**config.mk**
```make
export PLATFORM = sky130hd
export DESIGN_NAME = cag_core
export DESIGN_NICKNAME = d
export VERILOG_FILES = /design/src/hw/cag_pkg.sv /design/src/hw/cag_adder.sv /design/src/hw/cag_core.sv
export SDC_FILE = /design/constraint.sdc
export NUM_CORES = 1
export LEC_CHECK = 0
export ABC_AREA = 1
export BUFFER_PORTS_ARGS = -buffer_cell sky130_fd_sc_hd__buf_2
export CAP_MARGIN = 20
export CORE_MARGIN = 1
export CORE_UTILIZATION = 35
export DETAILED_ROUTE_END_ITERATION = 10
export PLACE_DENSITY = 0.51
export SLEW_MARGIN = 20
export SYNTH_ARGS = -nofsm -noshare
export SYNTH_HDL_FRONTEND = slang
export SYNTH_SLANG_ARGS = --single-unit
```
**constraint.sdc**
```tcl
create_clock -name clock -period 4.5 [get_ports clock]
set_input_delay 0.225 -clock clock [delete_from_list [all_inputs] [get_ports clock]]
set_output_delay 0.225 -clock clock [all_outputs]
set_load 0.005 [all_outputs]
```
**src/hw/cag_pkg.sv**
```systemverilog
// shared constants for the add instruction group execution unit
package cag_pkg;
  // opcodes
  localparam logic [7:0] OP_ADD_B_INTO_A = 8'h1b;
  localparam logic [7:0] OP_ADD_B_TO_INDEX = 8'h3a;
  localparam logic [7:0] OP_PREFIX_Y = 8'h18;
  localparam logic [7:0] OP_ADC_A_IMM = 8'h89;
  localparam logic [7:0] OP_ADC_A_DIR = 8'h99;
  localparam logic [7:0] OP_ADC_A_EXT = 8'hb9;
  localparam logic [7:0] OP_ADC_A_IDX = 8'ha9;
  localparam logic [7:0] OP_ADC_B_IMM = 8'hc9;
  localparam logic [7:0] OP_ADC_B_DIR = 8'hd9;
  localparam logic [7:0] OP_ADC_B_EXT = 8'hf9;
  localparam logic [7:0] OP_ADC_B_IDX = 8'he9;
  localparam logic [7:0] OP_ADD_A_IMM = 8'h8b;
  localparam logic [7:0] OP_ADD_A_DIR = 8'h9b;
  localparam logic [7:0] OP_ADD_A_EXT = 8'hbb;
  localparam logic [7:0] OP_ADD_A_IDX = 8'hab;
  localparam logic [7:0] OP_ADD_B_IMM = 8'hcb;
  localparam logic [7:0] OP_ADD_B_DIR = 8'hdb;
  localparam logic [7:0] OP_ADD_B_EXT = 8'hfb;
  localparam logic [7:0] OP_ADD_B_IDX = 8'heb;
  // dummy read address
  localparam logic [15:0] DUMMY_ADDR = 16'hffff;
  // condition flag bit positions
  localparam int FLAG_STOP = 7;
  localparam int FLAG_XMASK = 6;
  localparam int FLAG_HALF = 5;
  localparam int FLAG_IMASK = 4;
  localparam int FLAG_NEG = 3;
  localparam int FLAG_ZERO = 2;
  localparam int FLAG_OVF = 1;
  localparam int FLAG_CARRY = 0;
  // reset values
  localparam logic [15:0] RESET_PC = 16'h0000;
  localparam logic [7:0] RESET_FLAGS = 8'hd0;
  // sequencer states
  typedef enum logic [3:0] {
    ST_FETCH, ST_PREFIX, ST_INH, ST_DUMMY, ST_ADDR_HI, ST_ADDR_LO,
    ST_OFFSET, ST_IDX_DUMMY, ST_OPERAND
  } cag_state_t;
  // addressing modes
  typedef enum logic [2:0] {MODE_IMM, MODE_DIR, MODE_EXT, MODE_IDX_X, MODE_IDX_Y} cag_mode_t;
endpackage

```
**src/hw/cag_adder.sv**
```systemverilog
// 8-bit adder with condition flag equations
`timescale 1ns/100ps
module cag_adder (
  // operands
  input wire logic [7:0] opnd_x,
  input wire logic [7:0] opnd_m,
  input wire logic carry_in,
  // result and flags
  output logic [7:0] sum,
  output logic half,
  output logic neg,
  output logic zero,
  output logic ovf,
  output logic carry
);
  // flags follow the boolean forms on operand and result bits
  always_comb begin
    sum = opnd_x + opnd_m + {7'h00, carry_in};
    half = (opnd_x[3] & opnd_m[3]) | (opnd_m[3] & ~sum[3]) | (~sum[3] & opnd_x[3]);
    neg = sum[7];
    zero = (sum == 8'h00);
    ovf = (opnd_x[7] & opnd_m[7] & ~sum[7]) | (~opnd_x[7] & ~opnd_m[7] & sum[7]);
    carry = (opnd_x[7] & opnd_m[7]) | (opnd_m[7] & ~sum[7]) | (~sum[7] & opnd_x[7]);
  end
endmodule // cag_adder

```
**src/hw/cag_core.sv**
```systemverilog
// execution sequencer for the add instruction group
`timescale 1ns/100ps
module cag_core (
  // clock and reset
  input wire logic clock,
  input wire logic rstn,
  // memory bus, reads only
  input wire logic [7:0] read_data,
  output logic [15:0] addr,
  output logic read_write,
  output logic fetch_strobe,
  // architectural state
  output logic [7:0] accumulator_a,
  output logic [7:0] accumulator_b,
  output logic [15:0] index_x,
  output logic [15:0] index_y,
  output logic [7:0] condition_flags_register,
  output logic illegal_op
);
  // reset release synchroniser
  logic rst_meta, rst_sync;
  always_ff @(posedge clock or negedge rstn) begin
    if (!rstn) begin
      rst_meta <= 1'b0;
      rst_sync <= 1'b0;
    end else begin
      rst_meta <= 1'b1;
      rst_sync <= rst_meta;
    end
  end

  cag_pkg::cag_state_t state, next_state;
  cag_pkg::cag_mode_t mode, next_mode;
  logic [15:0] pc, next_pc;
  logic [15:0] next_addr;
  logic [7:0] next_acc_a, next_acc_b, next_flags, addr_hi, next_addr_hi;
  logic [15:0] next_index_x, next_index_y;
  logic use_carry, next_use_carry, to_b, next_to_b, next_fetch, next_illegal;
  logic [15:0] eff, next_eff;
  logic [7:0] sum;
  logic f_half, f_neg, f_zero, f_ovf, f_carry;

  // operand is read_data in the operand cycle; accumulator chosen by decode
  cag_adder u_adder (
    .opnd_x(state == cag_pkg::ST_INH ? accumulator_a : (to_b ? accumulator_b : accumulator_a)),
    .opnd_m(state == cag_pkg::ST_INH ? accumulator_b : read_data),
    .carry_in(use_carry & condition_flags_register[cag_pkg::FLAG_CARRY]),
    .sum(sum),
    .half(f_half),
    .neg(f_neg),
    .zero(f_zero),
    .ovf(f_ovf),
    .carry(f_carry)
  );

  // writes flags of an 8-bit add, masks and stop bit kept as they were
  function automatic logic [7:0] merge_flags(input logic [7:0] old, input logic h,
      input logic n, input logic z, input logic v, input logic c);
    logic [7:0] f;
    f = old;
    f[cag_pkg::FLAG_HALF] = h;
    f[cag_pkg::FLAG_NEG] = n;
    f[cag_pkg::FLAG_ZERO] = z;
    f[cag_pkg::FLAG_OVF] = v;
    f[cag_pkg::FLAG_CARRY] = c;
    return f;
  endfunction

  // next-state decode and execution
  always_comb begin
    next_state = state;
    next_mode = mode;
    next_pc = pc;
    next_addr = addr;
    next_acc_a = accumulator_a;
    next_acc_b = accumulator_b;
    next_index_x = index_x;
    next_index_y = index_y;
    next_flags = condition_flags_register;
    next_use_carry = use_carry;
    next_to_b = to_b;
    next_eff = eff;
    next_addr_hi = addr_hi;
    next_fetch = 1'b0;
    next_illegal = 1'b0;
    case (state)
      cag_pkg::ST_FETCH: begin
        // addr presents the opcode address this cycle
        next_pc = pc + 16'h0001;
        next_addr = pc + 16'h0001;
        next_use_carry = ~read_data[1]; // x9 is add with carry, xb plain
        next_to_b = read_data[6];
        next_mode = cag_pkg::MODE_IDX_X;
        next_state = cag_pkg::ST_OPERAND;
        if (read_data == cag_pkg::OP_ADD_B_INTO_A) begin
          next_state = cag_pkg::ST_INH;
        end else if (read_data == cag_pkg::OP_ADD_B_TO_INDEX) begin
          next_state = cag_pkg::ST_DUMMY;
        end else if (read_data == cag_pkg::OP_PREFIX_Y) begin
          next_state = cag_pkg::ST_PREFIX;
        end else if (read_data[3:0] == 4'h9 || read_data[3:0] == 4'hb) begin
          if (read_data[7] == 1'b1 && read_data[5:4] == 2'b00) begin
            next_mode = cag_pkg::MODE_IMM;
            next_state = cag_pkg::ST_OPERAND;
          end else if (read_data[7] == 1'b1 && read_data[5:4] == 2'b01) begin
            next_mode = cag_pkg::MODE_DIR;
            next_state = cag_pkg::ST_ADDR_LO;
          end else if (read_data[7] == 1'b1 && read_data[5:4] == 2'b11) begin
            next_mode = cag_pkg::MODE_EXT;
            next_state = cag_pkg::ST_ADDR_HI;
          end else if (read_data[7] == 1'b1) begin
            next_state = cag_pkg::ST_OFFSET;
          end else begin
            next_illegal = 1'b1;
            next_state = cag_pkg::ST_FETCH;
            next_fetch = 1'b1;
          end
        end else begin
          // nothing adds accumulator a to an index, treat as unknown
          next_illegal = 1'b1;
          next_state = cag_pkg::ST_FETCH;
          next_fetch = 1'b1;
        end
      end
      cag_pkg::ST_PREFIX: begin
        next_pc = pc + 16'h0001;
        next_addr = pc + 16'h0001;
        next_to_b = read_data[6];
        next_use_carry = ~read_data[1];
        if (read_data == cag_pkg::OP_ADD_B_TO_INDEX) begin
          next_mode = cag_pkg::MODE_IDX_Y;
          next_state = cag_pkg::ST_INH; // third cycle reads next byte
        end else if (read_data == cag_pkg::OP_ADC_A_IDX || read_data == cag_pkg::OP_ADC_B_IDX ||
            read_data == cag_pkg::OP_ADD_A_IDX || read_data == cag_pkg::OP_ADD_B_IDX) begin
          next_mode = cag_pkg::MODE_IDX_Y;
          next_state = cag_pkg::ST_OFFSET;
        end else begin
          next_illegal = 1'b1;
          next_state = cag_pkg::ST_FETCH;
          next_fetch = 1'b1;
        end
      end
      cag_pkg::ST_INH: begin
        if (mode == cag_pkg::MODE_IDX_Y) begin
          // next byte read, pc held, then dummy
          next_addr = cag_pkg::DUMMY_ADDR;
          next_state = cag_pkg::ST_DUMMY;
        end else begin
          next_acc_a = sum;
          next_flags = merge_flags(condition_flags_register, f_half, f_neg, f_zero,
              f_ovf, f_carry);
          next_state = cag_pkg::ST_FETCH;
          next_fetch = 1'b1;
        end
      end
      cag_pkg::ST_DUMMY: begin
        if (addr != cag_pkg::DUMMY_ADDR) begin
          // x form: second cycle reads op+1, go to ffff
          next_addr = cag_pkg::DUMMY_ADDR;
        end else begin
          if (mode == cag_pkg::MODE_IDX_Y) begin
            next_index_y = index_y + {8'h00, accumulator_b};
          end else begin
            next_index_x = index_x + {8'h00, accumulator_b};
          end
          next_addr = pc;
          next_state = cag_pkg::ST_FETCH;
          next_fetch = 1'b1;
        end
      end
      cag_pkg::ST_ADDR_HI: begin
        next_addr_hi = read_data;
        next_pc = pc + 16'h0001;
        next_addr = pc + 16'h0001;
        next_state = cag_pkg::ST_ADDR_LO;
      end
      cag_pkg::ST_ADDR_LO: begin
        next_pc = pc + 16'h0001;
        next_addr = (mode == cag_pkg::MODE_DIR) ? {8'h00, read_data} : {addr_hi, read_data};
        next_state = cag_pkg::ST_OPERAND;
      end
      cag_pkg::ST_OFFSET: begin
        next_pc = pc + 16'h0001;
        next_eff = ((mode == cag_pkg::MODE_IDX_Y) ? index_y : index_x) + {8'h00, read_data};
        next_addr = cag_pkg::DUMMY_ADDR;
        next_state = cag_pkg::ST_IDX_DUMMY;
      end
      cag_pkg::ST_IDX_DUMMY: begin
        next_addr = eff;
        next_state = cag_pkg::ST_OPERAND;
      end
      cag_pkg::ST_OPERAND: begin
        if (mode == cag_pkg::MODE_IMM) begin
          next_pc = pc + 16'h0001;
        end
        if (to_b) begin
          next_acc_b = sum;
        end else begin
          next_acc_a = sum;
        end
        next_flags = merge_flags(condition_flags_register, f_half, f_neg, f_zero, f_ovf, f_carry);
        next_addr = (mode == cag_pkg::MODE_IMM) ? pc + 16'h0001 : pc;
        next_state = cag_pkg::ST_FETCH;
        next_fetch = 1'b1;
      end
      default: begin
        next_state = cag_pkg::ST_FETCH;
      end
    endcase
    if (next_state == cag_pkg::ST_FETCH && state == cag_pkg::ST_INH) begin
      next_addr = pc; // inherent add b into a: op+1 was already the next opcode
    end
  end

  // all state registered on every edge; bus is always a read
  always_ff @(posedge clock or negedge rst_sync) begin
    if (!rst_sync) begin
      state <= cag_pkg::ST_FETCH;
      mode <= cag_pkg::MODE_IMM;
      pc <= cag_pkg::RESET_PC;
      addr <= cag_pkg::RESET_PC;
      read_write <= 1'b1;
      fetch_strobe <= 1'b1;
      accumulator_a <= 8'h00;
      accumulator_b <= 8'h00;
      index_x <= 16'h0000;
      index_y <= 16'h0000;
      condition_flags_register <= cag_pkg::RESET_FLAGS;
      use_carry <= 1'b0;
      to_b <= 1'b0;
      eff <= 16'h0000;
      addr_hi <= 8'h00;
      illegal_op <= 1'b0;
    end else begin
      state <= next_state;
      mode <= next_mode;
      pc <= next_pc;
      addr <= next_addr;
      read_write <= 1'b1;
      fetch_strobe <= next_fetch;
      accumulator_a <= next_acc_a;
      accumulator_b <= next_acc_b;
      index_x <= next_index_x;
      index_y <= next_index_y;
      condition_flags_register <= next_flags;
      use_carry <= next_use_carry;
      to_b <= next_to_b;
      eff <= next_eff;
      addr_hi <= next_addr_hi;
      illegal_op <= next_illegal;
    end
  end
endmodule // cag_core

```
==> results by group <==
Outcome
  – Run status: finished clean

Finish
  – Final core utilization: 0.411
  – Number of nets in the final layout: 1,348
  – Layout cell share with drive strength beyond 1: 0.128
  – Post-route cell area: 9760 µm²
  – Area grow syn2layout: 14.1%

Setup path
  – Number of cells on the critical path: 19
  – CP peak stage delay: 460 ps
  – CP max FO: 16
  – Data required time of the worst path: 4870 ps
  – Flop-to-flop setup slack: 460 ps
  – Signal arrival time at the worst endpoint: 4410 ps
  – Endpoint kind of the worst setup timing path: flop
  – Startpoint of the lowest-slack register-to-register path: state[3]$_DFF_PN0_
  – Count of buffering cells on the critical path with inverters included: 3
  – Critical path launch point: state[3]$_DFF_PN0_
  – Depth of the most critical reg-to-reg path: 19
  – Startpoint kind of the worst setup timing path: flop
  – Critical path class: flop to flop
  – R2r endpoint: condition_flags_register[2]$_DFFE_PN0P_
  – Worst-path cell with the longest stage delay: nand2_1
  – End point of the critical path: condition_flags_register[2]$_DFFE_PN0P_
  – Critical path's top delay family: simple AND/OR/NAND/NOR gates
  – Cell chain of the critical path: nor2_2 -> nand2_2 -> nand2_1 -> nor2_1 -> a21oi_1 -> inv_1 -> ha_1 -> nand2_1 -> inv_1 -> nand3_1 -> o221ai_1 -> a21oi_1 -> o21bai_1 -> fa_1 -> inv_1 -> nand4_1 -> nor4_1 -> nand3_1 -> nand2_1

Route
  – Detailed-route wire length: 25,800 µm
  – 1st-iter DRT viols: 468
  – Via count of the routed design: 8,060
  – Post-route DRC violation count: 0
  – Met3 wire len: 818 µm
  – Met1 wire length: 12,300 µm
  – Top Layer Used: met4
  – Pre-Repair DR Iteration Count: 5
  – Average wire length per cell after detail routing: 15.8 µm
  – Vias per std cell: 4.94
  – Number of antenna-violating nets in the routed design: 0
  – Total met2 wirelength after detailed routing: 12,100 µm

Die
  – Standard-cell row count: 56
  – I/O pin count: 85
  – Die Y-Extent: 158 µm
  – Die Span X: 158 µm
  – Initial core utilization: 0.360
  – Core area: 23,800 µm²
  – Full die area: 25,100 µm²

Synthesis
  – Share of synthesized area occupied by flip-flops and latches: 0.357
  – Most frequent cell after synthesis: nand2_1
  – Library cell occupying the most area in the post-synthesis netlist: dfrtp_1
  – Area share of the leading cell type in the synthesized netlist: 0.354
  – FFs w/ async S/R, synth: 1.00
  – Number of distinct library cells after synthesis: 47
  – Count of flip-flops with a built-in enable after synthesis: 0
  – Top area cells in the synthesized netlist: dfrtp_1, nand2_1, o21ai_0
  – Post-synth top cells: nand2_1, inv_1, dfrtp_1
  – Mean instance size in the synthesized netlist: 7.00 µm²
  – Total number of yosys warnings: 0
  – FF+latch count, synth: 122
  – Post-Synthesis Cell Area: 8550 µm²
  – Top flip-flop cell by instance count after synthesis: dfrtp_1
  – Post-Syn Instances: 1,222

Timing
  – Tmin final: 4040 ps
  – Layout Skew: 13.0 ps
  – Total count of max-transition violations in the final report: 0
  – Fin worst setup slack: 455 ps
  – Setup repair after global routing missed its margin: false
  – Max Fclk: 247 MHz
  – Setup violation total in the final timing report: 0
  – Sum of negative setup slack: 0 ps
  – Crit share post-route: 0.899
  – Max transition margin: 0.433
  – Slew at the pin closest to its max-slew limit: 851 ps
  – Final Hold Fails: 0

Place
  – GPL Wtd Cong: 0.884
  – Cell Area, Placed: 9210 µm²
  – Post-DP HPWL: 19,400 µm
  – Setup Slack @ Placement: 415 ps
  – Number of buffers added on ports: 80

Global route
  – Global-route wire length before repair: 41,500 µm
  – Number of global-route vias before repair: 7,749
  – Global router's overall resource usage: 0.217
  – Pin count of the biggest net entering global routing: 58
  – Total global routing overflow: 0
  – Number of antenna violations at the first check in global routing: 1

CTS
  – CTS tree: done
  – CTS Sinks: 122
  – Maximum level of the CTS H-tree: 4
  – Clock insertion delay at the later pin of the skew report: 420 ps
  – Total clock buffers created by CTS: 17
  – Worst-case clock buffer depth: 2
  – Root cell of the clock tree: clkbuf_16
  – Setup fix buffers added after clock tree synthesis: 0
  – Clock edge transition at the registers on the reported setup and hold paths: 60 ps

Power
  – Power density relative to cell area: 584 nW/µm²
  – Peak supply drop: 0.000268 V
  – Reported leakage power: 4.97 nW

Flow run
  – Count of max-cap constraint violations: 0

Hold path
  – Type of the worst min-delay path: input port to asynchronous set/reset pin
worst reg2reg max path, delay by kind of cell (launching register included):
kind | cells | cell delay [ps]
AOI/OAI and AO/OA | 4 | 770
adders and majority gates | 2 | 760
and+or+nand+nor | 10 | 1710
buffers and inverters | 3 | 300
DFF | 1 | 430
how the worst min path moves through the flow:
stage / end / slack [ps] / cells past startpoint
2_1_floorplan: rst_meta$_DFF_PN0_ / -70 / 0
3_3_place_gp: rst_meta$_DFF_PN0_ / 10 / 1
3_5_place_dp: rst_meta$_DFF_PN0_ / 10 / 1
4_1_cts: rst_sync$_DFF_PN0_ / 90 / 2
5_1_grt: rst_sync$_DFF_PN0_ / 140 / 2
6_report: rst_sync$_DFF_PN0_ / 100 / 2
cell usage in the layout (no fill, tap or decap), types with 5 or more instances in the layout:
master      count
ha_1           33
dfrtp_1       120
clkbuf_16      17
conb_1          5
nand2_1       365
inv_2           8
xor2_1         24
xnor2_1        11
inv_1         125
o21ai_2         5
nor2_4          7
fa_1            7
clkinvlp_4      7
a31oi_1        10
nand3_1        75
nand4_1        15
nand2_2         8
a22oi_1         6
buf_2          80
nor2_1        110
o22ai_1         8
o21ai_1        14
or2_2           5
clkinv_2        5
o21ai_0       103
nor2_2          5
nor3_1         17
a21oi_1        74
buf_4           7
per-stage QoR:
step | instances | hold slack (ps) | power (mW)
2_1_floorplan | 1226 | -70.6 | 3.65
3_3_place_gp | 1597 | 10.4 | 4.43
3_5_place_dp | 1597 | 12.2 | 4.45
4_1_cts | 1630 | 89.1 | 5.76
5_1_grt | 1630 | 138 | 6.20
6_report | 1631 | 104 | 5.70
logic make-up (layout without fill, tap and decap cells):
logic type | count (synthesis) | in the layout | share of synthesized area
xor gates and xnor gates | 35 | 35 | 0.0358
muxes | 3 | 3 | 0.00351
DFF | 122 | 122 | 0.357
buffers and inverters | 171 | 256 | 0.0853
and+or+nand+nor | 614 | 614 | 0.303
adders and majority gates | 40 | 40 | 0.0647
other | 1 | 6 | 0.000438
AOI/OAI and AO/OA | 236 | 236 | 0.150
sequential cells by signal, indices dropped and copies added (netlist names), 5 cells and up:
signal and cells:
eff 16, index_y 16, condition_flags_register 5, accumulator_a 8
addr 16, addr_hi 8, accumulator_b 8, pc 16
index_x 16
cell type report:
class                           instances  area (µm²)
Timing Repair Buffer                   88         463
Antenna cell                            1        2.50
Multi-Input combinational cell        933        4780
Sequential cell                       122        3060
Tap cell                              319         399
Inverter                              136         514
Clock buffer                           18         439
Clock inverter                         14        98.8
Fill cell                            2541       14000
routing by layer:
layer	vias up	track usage
li1	4134	-
met1	3731	0.286
met2	167	0.362
met3	28	0.0359
met4	0	0.0664
met5	-	0
power breakdown:
group          switching (mW)  leakage [nW]  internal (mW)  total [mW]
clock                   0.560         0.247          0.716        1.28
sequential              0.381          1.40           1.47        1.85
combinational            1.64          3.32          0.931        2.57
repair_timing:
action | in CTS | in global routing
resized for setup | 0 | 0
hold endpoints to repair | 2 | 0
hold buffers | 1 | 0
(Power assumes the default switching activity.)
